<file path="src/hw/sgr_map.svh">
// Purpose: Register offsets, field positions and reset values of the glue registers
// Assumes: Byte addresses on a 32-bit Avalon-MM slave
// Notes:   Definitions only
`ifndef SGR_MAP_SVH
`define SGR_MAP_SVH

////////////////////////////////////////////////////////////////////////////////
// Register offsets
`define SGR_OFS_IDVER      4'h0
`define SGR_OFS_COUNT      4'h4
`define SGR_OFS_SEL        4'h8
`define SGR_OFS_CTRL       4'hC

////////////////////////////////////////////////////////////////////////////////
// Identification word fields
`define SGR_ID_IDENT_LSB   16
`define SGR_ID_RTL_LSB     11
`define SGR_ID_MAJ_LSB     8
`define SGR_ID_MIN_LSB     0

////////////////////////////////////////////////////////////////////////////////
// Control word fields
`define SGR_CTRL_EXT_EN_P2 17
`define SGR_CTRL_EXT_EN_P1 16
`define SGR_CTRL_EXT_MD_P2 9
`define SGR_CTRL_EXT_MD_P1 8
`define SGR_CTRL_MODE_P2   1
`define SGR_CTRL_MODE_P1   0

////////////////////////////////////////////////////////////////////////////////
// Lane link status fields
`define SGR_LANE_XG_HI     4
`define SGR_LANE_XG_LO     3
`define SGR_LANE_G_HI      6
`define SGR_LANE_G_LO      5
`define SGR_LANE_UP        2'h3
`define SGR_LANE_W         7

////////////////////////////////////////////////////////////////////////////////
// Reset values and counter step
`define SGR_RST_COUNT      32'h0000_0000
`define SGR_RST_SEL        2'h0
`define SGR_RST_CTRL       4'h0
`define SGR_CNT_ONE        32'h0000_0001

`endif

</file>
<file path="src/hw/sgr_pkg.sv">
// Purpose: Types shared by the glue register files
// Assumes: Nothing
// Notes:   Constants live in sgr_map.svh
package sgr_pkg;
    typedef enum logic [1:0] {
        SGR_SEL_RX0  = 2'h0,
        SGR_SEL_RX1  = 2'h1,
        SGR_SEL_RSV2 = 2'h2,
        SGR_SEL_RSV3 = 2'h3
    } sgr_clk_sel_t;
endpackage

</file>
<file path="src/hw/sgr_glue_regs.sv">
// Purpose: Switch submodule glue registers: ident, toggle output, MAC enables
// Assumes: Avalon-MM slave with waitrequest, byte addresses, 32-bit data
// Notes:   Every access answers on the second cycle
//
// The register offsets and the Avalon-MM slave port were chosen for this implementation.
`timescale 1ns/10ps
`include "sgr_map.svh"
module sgr_glue_regs
    import sgr_pkg::*;
#(
    parameter int          ADDR_W    = 4,
    parameter logic [15:0] IDENT     = 16'h5A5A, // Arbitrary value
    parameter logic [4:0]  RTL_VER   = 5'h00,    // Arbitrary value
    parameter logic [2:0]  MAJ_VER   = 3'h1,     // Arbitrary value
    parameter logic [7:0]  MINOR_VER = 8'h00     // Arbitrary value
) (
    // Clock and reset
    input  wire logic              mclk,
    input  wire logic              rst_n,
    // Avalon-MM slave
    input  wire logic [ADDR_W-1:0] avs_address,
    input  wire logic              avs_read,
    input  wire logic              avs_write,
    input  wire logic [3:0]        avs_byteenable,
    input  wire logic [31:0]       avs_writedata,
    output logic      [31:0]       avs_readdata,
    output logic                   avs_waitrequest,
    // Receive clocks and lane status
    input  wire logic [1:0]        recovered_receive_clock,
    input  wire logic [6:0]        lane0_link_status,
    input  wire logic [6:0]        lane1_link_status,
    // Port MAC control register bits
    input  wire logic              port1_mac_ctrl_tengig_en,
    input  wire logic              port1_mac_ctrl_gig_en,
    input  wire logic              port2_mac_ctrl_tengig_en,
    input  wire logic              port2_mac_ctrl_gig_en,
    // MAC enables and modes
    output logic                   port1_tengig_enable,
    output logic                   port1_gig_enable,
    output logic                   port2_tengig_enable,
    output logic                   port2_gig_enable,
    output logic                   port1_tengig_mode,
    output logic                   port2_tengig_mode,
    // Toggle output
    output logic                   sync_toggle_output
);
    if (ADDR_W < 4)
        $error("sgr_glue_regs: ADDR_W must be at least 4");

    logic [31:0]   count_ff;
    sgr_clk_sel_t  sel_ff;
    logic          ext_en_p2_ff;
    logic          ext_en_p1_ff;
    logic          ext_md_p2_ff;
    logic          ext_md_p1_ff;
    logic          mode_p2_ff;
    logic          mode_p1_ff;
    logic          ack_ff;
    logic [31:0]   id_word;
    logic [31:0]   rd_mux;
    logic          req;
    logic          wr_go;
    logic          hit_id;
    logic          hit_cnt;
    logic          hit_sel;
    logic          hit_ctrl;
    logic [1:0]    rx_clk_sync;
    logic [6:0]    lane0_s;
    logic [6:0]    lane1_s;
    logic          l0_xg_up;
    logic          l1_xg_up;
    logic          l1_g_up;
    logic          nxt_p1_xg;
    logic          nxt_p1_g;
    logic          nxt_p2_xg;
    logic          nxt_p2_g;
    logic          nxt_p1_md;
    logic          nxt_p2_md;

    ////////////////////////////////////////////////////////////////////////////
    // Input synchronisers
    sgr_sync #(.W(2)) u_sync_clk (
        .mclk     (mclk),
        .rst_n    (rst_n),
        .async_in (recovered_receive_clock),
        .sync_out (rx_clk_sync)
    );

    sgr_sync #(.W(14)) u_sync_lane (
        .mclk     (mclk),
        .rst_n    (rst_n),
        .async_in ({lane1_link_status, lane0_link_status}),
        .sync_out ({lane1_s, lane0_s})
    );

    ////////////////////////////////////////////////////////////////////////////
    // Bus decode
    assign req      = avs_read || avs_write;
    assign avs_waitrequest = req && !ack_ff;
    assign wr_go    = avs_write && ack_ff;
    assign hit_id   = (avs_address == ADDR_W'(`SGR_OFS_IDVER));
    assign hit_cnt  = (avs_address == ADDR_W'(`SGR_OFS_COUNT));
    assign hit_sel  = (avs_address == ADDR_W'(`SGR_OFS_SEL));
    assign hit_ctrl = (avs_address == ADDR_W'(`SGR_OFS_CTRL));

    assign id_word = ({IDENT, 16'h0000} >> (16 - `SGR_ID_IDENT_LSB))
                   | (32'(RTL_VER) << `SGR_ID_RTL_LSB)
                   | (32'(MAJ_VER) << `SGR_ID_MAJ_LSB)
                   | (32'(MINOR_VER) << `SGR_ID_MIN_LSB);

    // Write-only and reserved control bits read as zero
    assign rd_mux = hit_id   ? id_word :
                    hit_cnt  ? count_ff :
                    hit_sel  ? {30'h0000_0000, sel_ff} :
                    hit_ctrl ? {30'h0000_0000, mode_p2_ff, mode_p1_ff} :
                    32'h0000_0000;

    always_ff @(posedge mclk or negedge rst_n)
    begin
        if (!rst_n)
        begin
            ack_ff       <= 1'b0;
            avs_readdata <= 32'h0000_0000;
        end
        else
        begin
            ack_ff <= req && !ack_ff;
            if (avs_read && !ack_ff)
                avs_readdata <= rd_mux;
        end
    end

    ////////////////////////////////////////////////////////////////////////////
    // Count register, byte lanes
    for (genvar b = 0; b < 4; b++)
    begin : g_cnt
        always_ff @(posedge mclk or negedge rst_n)
        begin
            if (!rst_n)
                count_ff[8*b +: 8] <= 8'h00;
            else if (wr_go && hit_cnt && avs_byteenable[b])
                count_ff[8*b +: 8] <= avs_writedata[8*b +: 8];
        end
    end

    ////////////////////////////////////////////////////////////////////////////
    // Select and control registers
    always_ff @(posedge mclk or negedge rst_n)
    begin
        if (!rst_n)
        begin
            sel_ff       <= SGR_SEL_RX0;
            ext_en_p2_ff <= 1'b0;
            ext_en_p1_ff <= 1'b0;
            ext_md_p2_ff <= 1'b0;
            ext_md_p1_ff <= 1'b0;
            mode_p2_ff   <= 1'b0;
            mode_p1_ff   <= 1'b0;
        end
        else
        begin
            if (wr_go && hit_sel && avs_byteenable[0])
                sel_ff <= sgr_clk_sel_t'(avs_writedata[1:0]);
            if (wr_go && hit_ctrl && avs_byteenable[2])
            begin
                ext_en_p2_ff <= avs_writedata[`SGR_CTRL_EXT_EN_P2];
                ext_en_p1_ff <= avs_writedata[`SGR_CTRL_EXT_EN_P1];
            end
            if (wr_go && hit_ctrl && avs_byteenable[1])
            begin
                ext_md_p2_ff <= avs_writedata[`SGR_CTRL_EXT_MD_P2];
                ext_md_p1_ff <= avs_writedata[`SGR_CTRL_EXT_MD_P1];
            end
            if (wr_go && hit_ctrl && avs_byteenable[0])
            begin
                mode_p2_ff <= avs_writedata[`SGR_CTRL_MODE_P2];
                mode_p1_ff <= avs_writedata[`SGR_CTRL_MODE_P1];
            end
        end
    end

    ////////////////////////////////////////////////////////////////////////////
    // Enable and mode selection
    assign l0_xg_up  = (lane0_s[`SGR_LANE_XG_HI:`SGR_LANE_XG_LO] == `SGR_LANE_UP);
    assign l1_xg_up  = (lane1_s[`SGR_LANE_XG_HI:`SGR_LANE_XG_LO] == `SGR_LANE_UP);
    assign l1_g_up   = (lane1_s[`SGR_LANE_G_HI:`SGR_LANE_G_LO] == `SGR_LANE_UP);
    assign nxt_p2_xg = ext_en_p2_ff ? l1_xg_up : port2_mac_ctrl_tengig_en;
    assign nxt_p2_g  = ext_en_p2_ff ? l1_g_up : port2_mac_ctrl_gig_en;
    assign nxt_p1_xg = ext_en_p1_ff ? l1_xg_up : port1_mac_ctrl_tengig_en;
    assign nxt_p1_g  = ext_en_p1_ff ? l1_g_up : port1_mac_ctrl_gig_en;
    assign nxt_p2_md = ext_md_p2_ff ? l1_xg_up : mode_p2_ff;
    assign nxt_p1_md = ext_md_p1_ff ? l0_xg_up : mode_p1_ff;

    always_ff @(posedge mclk or negedge rst_n)
    begin
        if (!rst_n)
        begin
            port1_tengig_enable <= 1'b0;
            port1_gig_enable    <= 1'b0;
            port2_tengig_enable <= 1'b0;
            port2_gig_enable    <= 1'b0;
            port1_tengig_mode   <= 1'b0;
            port2_tengig_mode   <= 1'b0;
        end
        else
        begin
            port1_tengig_enable <= nxt_p1_xg;
            port1_gig_enable    <= nxt_p1_g;
            port2_tengig_enable <= nxt_p2_xg;
            port2_gig_enable    <= nxt_p2_g;
            port1_tengig_mode   <= nxt_p1_md;
            port2_tengig_mode   <= nxt_p2_md;
        end
    end

    ////////////////////////////////////////////////////////////////////////////
    // Toggle output generator
    // Receive clocks are sampled into mclk, so settings need no crossing
    sgr_synce_gen u_synce (
        .mclk               (mclk),
        .rst_n              (rst_n),
        .rx_clk_sync        (rx_clk_sync),
        .count_i            (count_ff),
        .sel_i              (sel_ff),
        .sync_toggle_output (sync_toggle_output)
    );
endmodule

</file>
<file path="src/hw/sgr_sync.sv">
// Purpose: Two-flop synchroniser per bit
// Assumes: Inputs asynchronous to mclk
// Notes:   First stage feeds only the second
`timescale 1ns/10ps
module sgr_sync #(
    parameter int W = 1
) (
    // Clock and reset
    input  wire logic         mclk,
    input  wire logic         rst_n,
    // Data
    input  wire logic [W-1:0] async_in,
    output logic      [W-1:0] sync_out
);
    if (W < 1)
        $error("sgr_sync: W must be at least 1");

    for (genvar i = 0; i < W; i++)
    begin : g_bit
        logic meta_ff;
        always_ff @(posedge mclk or negedge rst_n)
        begin
            if (!rst_n)
            begin
                meta_ff     <= 1'b0;
                sync_out[i] <= 1'b0;
            end
            else
            begin
                meta_ff     <= async_in[i];
                sync_out[i] <= meta_ff;
            end
        end
    end
endmodule

</file>
<file path="src/hw/sgr_synce_gen.sv">
// Purpose: Toggle output generator counting edges of the chosen receive clock
// Assumes: Receive clocks already synchronised, slower than half of mclk
// Notes:   Counter restarts from zero on each match
`timescale 1ns/10ps
`include "sgr_map.svh"
module sgr_synce_gen
    import sgr_pkg::*;
(
    // Clock and reset
    input  wire logic         mclk,
    input  wire logic         rst_n,
    // Receive clocks, synchronised
    input  wire logic [1:0]   rx_clk_sync,
    // Settings
    input  wire logic [31:0]  count_i,
    input  sgr_clk_sel_t      sel_i,
    // Output
    output logic              sync_toggle_output
);

    logic [1:0]  prev_ff;
    logic [31:0] cnt_ff;
    logic [31:0] cnt_plus;
    logic [1:0]  rise;
    logic        sel_edge;
    logic        hit;
    logic        cnt_off;

    ////////////////////////////////////////////////////////////////////////////
    // Edge select and match
    assign rise     = rx_clk_sync & ~prev_ff;
    assign sel_edge = (sel_i == SGR_SEL_RX0) ? rise[0] :
                      (sel_i == SGR_SEL_RX1) ? rise[1] : 1'b0;
    assign cnt_plus = cnt_ff + `SGR_CNT_ONE;
    assign cnt_off  = (count_i == `SGR_RST_COUNT);
    assign hit      = sel_edge && (cnt_plus == count_i);

    always_ff @(posedge mclk or negedge rst_n)
    begin
        if (!rst_n)
        begin
            prev_ff            <= 2'h0;
            cnt_ff             <= `SGR_RST_COUNT;
            sync_toggle_output <= 1'b0;
        end
        else
        begin
            prev_ff <= rx_clk_sync;
            if (cnt_off)
            begin
                cnt_ff             <= `SGR_RST_COUNT;
                sync_toggle_output <= 1'b0;
            end
            else if (hit)
            begin
                cnt_ff             <= `SGR_RST_COUNT;
                sync_toggle_output <= ~sync_toggle_output;
            end
            else if (sel_edge)
                cnt_ff <= cnt_plus;
        end
    end
endmodule

</file>
<file path="config.mk">
export PLATFORM = sky130hd
export DESIGN_NAME = sgr_glue_regs
export DESIGN_NICKNAME = d
export VERILOG_FILES = /design/src/hw/sgr_pkg.sv /design/src/hw/sgr_glue_regs.sv /design/src/hw/sgr_sync.sv /design/src/hw/sgr_synce_gen.sv
export VERILOG_INCLUDE_DIRS = /design/src /design/src/hw
export SDC_FILE = /design/constraint.sdc
export NUM_CORES = 1
export LEC_CHECK = 0
export BUFFER_PORTS_ARGS = -buffer_cell sky130_fd_sc_hd__buf_2
export CAP_MARGIN = 40
export CORE_UTILIZATION = 38
export DETAILED_ROUTE_END_ITERATION = 7
export PLACE_DENSITY = 0.65
export RECOVER_POWER = 25
export SYNTH_ARGS = -nofsm -noshare
export SYNTH_HDL_FRONTEND = slang
export SYNTH_SLANG_ARGS = --single-unit
</file>
<file path="constraint.sdc">
create_clock -name mclk -period 8.4 [get_ports mclk]
set_input_delay 1.26 -clock mclk [delete_from_list [all_inputs] [get_ports mclk]]
set_output_delay 1.26 -clock mclk [all_outputs]
set_load 0.01 [all_outputs]
</file>
==> flow_metrics.tcl, run 1 <==
set metrics [dict create \
    dpl_worst_slack_ns 4.75 \
    io_pins 104 \
    path_cells "clkbuf_1, buf_4" \
    post_cts.repair.setup_buffers 0 \
    tightest_slew_ns 3.96 \
    clock_sinks 130 \
    antenna-diode-count 0 \
    dieWidth_um 133 \
    post-route-min-period_ns 4.50 \
    drc 0 \
    placed_area_um2 7110 \
    clk_path_buf_depth 2 \
    p_leak_nw 3.62 \
    post-route-util 0.464 \
    crit_fanout 76 \
    hp-class "reg2reg" \
    critical_path_buf_inv_count 2 \
    via_count 5028 \
    vias_per_cell 5.32 \
    synth_ff_type "dfrtp_1" \
    finalHoldViolCount 0 \
    slew_violations 77 \
    synth-seq-cells 130 \
    max_stage_delay_ns 2.75 \
    startpoint_type "input pin" \
    run_status "complete, but fails checks" \
    worst_slack_ns 3.90 \
    required_ns 8.88 \
    crit_type "in2async" \
    crit_family "buffers and inverters" \
    clk_pin_slew_ns 0.05 \
    synth_cell_types 57 \
    nFillCells 1529 \
    critPathArrivalTime_ns 4.98 \
    end_kind "asynchronous set/reset pin" \
    relSlewSlack -1.64 \
    netlist_area_um2 6490 \
    vdd_drop_max_v 0.000170 \
    instances_no_fill 945 \
    netlist_instances 622 \
    wl_per_cell_um 16.9 \
    start_util 0.390 \
    wl_um 16000 \
    dpl.hpwl_um 11300 \
    synth_warnings 0 \
    finalCritPeriodShare 0.536 \
    cts_buffers 17 \
    skew_ns 0.00924 \
    crit_path_top_delay_cell "clkbuf_1" \
    syn2layout_area_growth_pct 19.1 \
    setup_violations 0 \
    drt_iter0_markers 261 \
    fmaxAchievable_ghz 0.222 \
    cap_violations 1 \
    tns_ns 0 \
    grt_pass1_vias 5127 \
    grt_max_degree 77 \
    cts_resized 0 \
    clock_latency_ns 0.42 \
    synth.area.top_cells "dfrtp_1 50%, mux2_2 8.2%, nand2_1 5.0%, xnor2_1 4.9%, xor2_1 3.9%" \
    synth_top_area_frac 0.501 \
    ys_seq_area_frac 0.501 \
    die_area_um2 17600 \
    place.gp.congestion 0.867 \
    drt_pass1_iterations 4 \
    globalRouteOverflowTotal 0 \
    core.rowCount 47 \
    die_y_um 133 \
    coreArea_um2 16600 \
    root_buffer "clkbuf_16" \
    p_per_area_nw_per_um2 230 \
    io_buffers 95 \
    syn_nets 687 \
    synth_edf_count 0 \
    grt_usage 0.193 \
    drive_gt1_frac 0.274 \
    cts_hold_buf 0 \
    grt_pass1_wl_um 26600 \
    num-nets-final 777 \
    tritoncts "built" \
    h-tree-depth 4 \
    syn_avg_cell_area_um2 10.4 \
    r2r_slack_ns 4.72 \
    failed_checks "capacitance limit, slew limit" \
    synth-async-reset-ratio 1.00 \
    rsz0062_at_grt "no" \
    place_inst 913 \
    yosys.area.top_type "dfrtp_1" \
    final_area_um2 7730 \
    final_antenna_net_count 0 \
    antenna_found_initial 0 \
]
worst reg2reg max path, stage by stage, from the launching register on:
cell and delay [ns]:
dfrtp_1 0.58, nand4_4 0.24, nor4_2 0.70, and3_1 0.26
o22ai_1 0.09, or4_4 0.54, nor4_4 0.65, buf_4 0.40
nor3_1 0.09
layout make-up:
cell class                      count  area [um2]  share of cell area
Sequential cell                   130        3250               0.421
Multi-Input combinational cell    452        2990               0.387
Clock buffer                       23         508              0.0657
Tap cell                          220         275              0.0356
Clock inverter                      9         118              0.0152
Inverter                            7        26.3             0.00340
Timing Repair Buffer              104         556              0.0719
state kept, by name, indices dropped and copies added, names as in the netlist, 2 cells and up:
register,cells
u_sync_clk.sync_out,2
avs_readdata,32
count_ff,32
u_sync_lane.sync_out,6
sel_ff,2
u_sync_clk.g_bit.meta_ff,2
u_synce.prev_ff,2
u_sync_lane.g_bit.meta_ff,6
u_synce.cnt_ff,32
where the power goes:
part,switching [mW],total [mW],internal (mW)
clock,0.282,0.770,0.487
combinational,0.125,0.248,0.123
sequential,0.0775,0.761,0.684
total,0.484,1.78,1.29
cells in the mapped netlist, types with 3 or more instances:
library cell	count
nor3b_1	5
xor2_1	29
o21ai_0	11
buf_2	3
nand4_1	15
inv_1	7
xnor2_1	36
o22ai_1	5
nand3_1	35
and2_1	5
and4_1	6
a31oi_1	6
nor3_1	37
mux2_2	47
and3_1	14
or3_1	7
nand3b_1	5
a21oi_1	17
a22oi_1	4
clkbuf_1	18
nor4_1	13
nor2_1	34
nand2_1	87
dfrtp_1	130
buf_6	3
clkbuf_8	4
cell usage in the layout (no fill, tap or decap), drive strengths merged, types with 3 or more instances in the layout:
master / netlist / layout
and4: 7 / 7
o21ai: 11 / 11
or3: 7 / 7
or4: 3 / 3
a22oi: 4 / 4
xor2: 29 / 29
clkinvlp: 0 / 3
and3: 15 / 15
nor2: 34 / 34
a31oi: 6 / 6
and2: 5 / 5
mux2: 48 / 48
o22ai: 5 / 5
nor3b: 5 / 5
a21oi: 17 / 17
dfrtp: 130 / 130
nor3: 37 / 37
inv: 7 / 9
nand3b: 5 / 5
nand4: 17 / 17
nor4: 16 / 16
buf: 8 / 102
nand3: 36 / 36
clkbuf: 24 / 25
nand2: 87 / 87
xnor2: 36 / 36
routing by layer:
metal	GRT usage	up-vias	routed length, um
met5	0	-	0
met4	0.0824	0	303
met3	0.0506	29	955
met2	0.300	167	7440
met1	0.255	2451	7270
li1	-	2381	-
cells by family after synthesis:
family,Yosys count,synth area share
AO/OA/AOI/OAI,53,0.0511
XOR/XNOR,65,0.0877
adder cells (fa/ha/maj),1,0.00193
buffers and inverters,40,0.0393
flip-flops,130,0.501
multiplexers,50,0.0870
AND/OR/NAND/NOR,283,0.232
metrics by stage:
stage	hold WS [ns]	power (mW)
6_report	0.347	1.78
4_1_cts	0.349	1.79
5_1_grt	0.351	1.85
3_5_place_dp	0.336	1.02
3_3_place_gp	0.332	1.01
2_1_floorplan	0.331	0.924
worst paths after layout:
check,from,cells after the start,endpoint
setup / recovery,rst_n,2,avs_readdata[13]
hold / removal,u_sync_lane.g_bit[11].meta_ff,0,u_sync_lane.sync_out[11]
setup reg to reg,u_synce.cnt_ff[9],8,u_synce.cnt_ff[0]
hold reg to reg,u_sync_lane.g_bit[11].meta_ff,0,u_sync_lane.sync_out[11]
max in group mclk,u_synce.cnt_ff[9],8,u_synce.cnt_ff[0]
min in group asynchronous,rst_n,1,avs_readdata[19]
(Power assumes the default switching activity.)
==> run 2: changes to the inputs <==
--- a/config.mk
+++ b/config.mk
@@ -10,7 +10,7 @@
 export CAP_MARGIN = 40
 export CORE_UTILIZATION = 38
 export DETAILED_ROUTE_END_ITERATION = 7
-export PLACE_DENSITY = 0.65
+export PLACE_DENSITY = 0.68
 export RECOVER_POWER = 25
 export SYNTH_ARGS = -nofsm -noshare
 export SYNTH_HDL_FRONTEND = slang
==> constraint.sdc (replaced) <==
create_clock -name mclk -period 3.6 [get_ports mclk]
set_input_delay 0.54 -clock mclk [delete_from_list [all_inputs] [get_ports mclk]]
set_output_delay 0.54 -clock mclk [all_outputs]
set_load 0.01 [all_outputs]
==> run 2 against run 1 <==
- the run still ends with capacitance limit, slew limit left
- clock power is 130% higher
- worst hold slack worse by 0.13 ns
- global-route usage is 0.41 points lower
- wire length is 0.92% lower
- largest power group is now registers
- sequential share of layout area is 0.075 points lower
- non-clock buffer count is 6 higher
==> flow_metrics.tcl, run 2 (synthesized netlist as in run 1, its figures left out) <==
set metrics [dict create \
    vdd_drop_max_v 0.000493 \
    hp-class "in2reg" \
    dieWidth_um 133 \
    antenna_found_initial 0 \
    tightest_slew_ns 2.01 \
    via_count 4993 \
    io_buffers 95 \
    drc 0 \
    root_buffer "clkbuf_16" \
    num-nets-final 783 \
    globalRouteOverflowTotal 0 \
    tns_ns 0 \
    post_cts.repair.setup_buffers 0 \
    cts_resized 0 \
    cts_hold_buf 0 \
    post-route-min-period_ns 3.26 \
    skew_ns 0.00795 \
    p_leak_nw 3.64 \
    wl_um 15800 \
    run_status "complete, but fails checks" \
    finalCritPeriodShare 0.906 \
    setup_violations 0 \
    cap_violations 1 \
    syn2layout_area_growth_pct 19.3 \
    drive_gt1_frac 0.283 \
    vias_per_cell 5.25 \
    place.gp.congestion 0.846 \
    path_cells "nand4_4, nor4_2, nand3_1, mux2i_1, or4_4, nor4_4, buf_4, nor3_1" \
    relSlewSlack -0.337 \
    tritoncts "built" \
    crit_fanout 21 \
    final_common_cell "dfrtp_1" \
    p_per_area_nw_per_um2 533 \
    h-tree-depth 4 \
    antenna-diode-count 0 \
    start_util 0.390 \
    power_mw 4.12 \
    max_stage_delay_ns 0.70 \
    startpoint_type "register" \
    critPathArrivalTime_ns 3.55 \
    failed_checks "capacitance limit, slew limit" \
    io_pins 104 \
    top_regs "avs_readdata x32, count_ff x32, u_synce.cnt_ff x32" \
    wl_per_cell_um 16.6 \
    grt_usage 0.189 \
    core.rowCount 47 \
    clock_sinks 130 \
    crit_path_top_delay_cell "nor4_2" \
    clk_path_buf_depth 2 \
    end_kind "register" \
    final_antenna_net_count 0 \
    crit_type "reg2reg" \
    drt_pass1_iterations 5 \
    clock_latency_ns 0.42 \
    dpl.hpwl_um 11300 \
    grt_pass1_wl_um 26100 \
    fmaxAchievable_ghz 0.307 \
    die_area_um2 17600 \
    clk_pin_slew_ns 0.06 \
    grt_max_degree 82 \
    rsz0062_at_grt "no" \
    cts_buffers 17 \
    finalHoldViolCount 0 \
    die_y_um 133 \
    critical_path_buf_inv_count 1 \
    coreArea_um2 16600 \
    final_cell_mix "130 x dfrtp_1, 94 x buf_2, 87 x nand2_1, 47 x mux2_2, 37 x nor3_1" \
    required_ns 3.89 \
    slew_violations 82 \
    drt_iter0_markers 311 \
    grt_pass1_vias 4981 \
    crit_family "simple AND/OR/NAND/NOR gates" \
]
run 2: cell types whose count changed in the layout (fill, tap and decap cells not counted):
cell        previous run  this run
and2_1                 4         5
inv_6                  2         4
clkbuf_2               0         1
inv_8                  0         2
buf_8                  2         0
and2_0                 1         0
buf_2                 93        94
clkinvlp_4             3         2
clkbuf_1               2         0
clkbuf_8               6         1
clkinv_4               2         4
buf_4                  7        15
run 2: cell type report:
class	instances	area (um2)
clock buffers	18	439
clock inverters	14	168
fillers	1525	8900
inverters	7	26.3
multi-input cells	452	2990
flip-flops and latches	130	3250
well taps	220	275
repair buffers	110	588
run 2: worst paths after layout:
path,slack (ns),from,cells past startpoint,to
max,0.34,u_synce.cnt_ff[8],8,u_synce.cnt_ff[20]
min,0.22,lane0_link_status[3],1,u_sync_lane.g_bit[3].meta_ff
max reg2reg,0.34,u_synce.cnt_ff[8],8,u_synce.cnt_ff[20]
min reg2reg,0.35,u_sync_lane.g_bit[4].meta_ff,0,u_sync_lane.sync_out[4]
max in group asynchronous,1.62,rst_n,2,ext_md_p1_ff
min in group asynchronous,0.66,rst_n,1,count_ff[31]
run 2: worst register-to-register path, stage by stage (launching register included):
cell	delay (ns)
dfrtp_1	0.53
nand4_4	0.23
nor4_2	0.70
nand3_1	0.18
mux2i_1	0.17
or4_4	0.56
nor4_4	0.34
buf_4	0.33
nor3_1	0.10
run 2: layer usage:
| metal | wire (um) | global-route usage | vias up |
|---|---|---|---|
| li1 | - | - | 2399 |
| met1 | 7160 | 0.248 | 2434 |
| met2 | 7480 | 0.302 | 140 |
| met3 | 879 | 0.0471 | 20 |
| met4 | 310 | 0.0722 | 0 |
| met5 | 0 | 0 | - |
run 2: where the power goes:
part	internal, mW	total [mW]	switching (mW)
logic	0.288	0.581	0.293
registers	1.59	1.77	0.180
clock network	1.06	1.77	0.710
run 2: metrics by stage:
step / instance area (um2) / cells / hold WS [ns] / utilization / worst slack, ns
2_1_floorplan: 6490 / 622 / 0.244 / - / 0.775
3_3_place_gp: 7140 / 919 / 0.333 / 0.429 / 0.448
3_5_place_dp: 7140 / 919 / 0.336 / 0.429 / 0.379
4_1_cts: 7750 / 951 / 0.188 / 0.466 / 0.357
5_1_grt: 7740 / 951 / 0.205 / 0.465 / 0.139
6_report: 7740 / 951 / 0.222 / 0.465 / 0.338
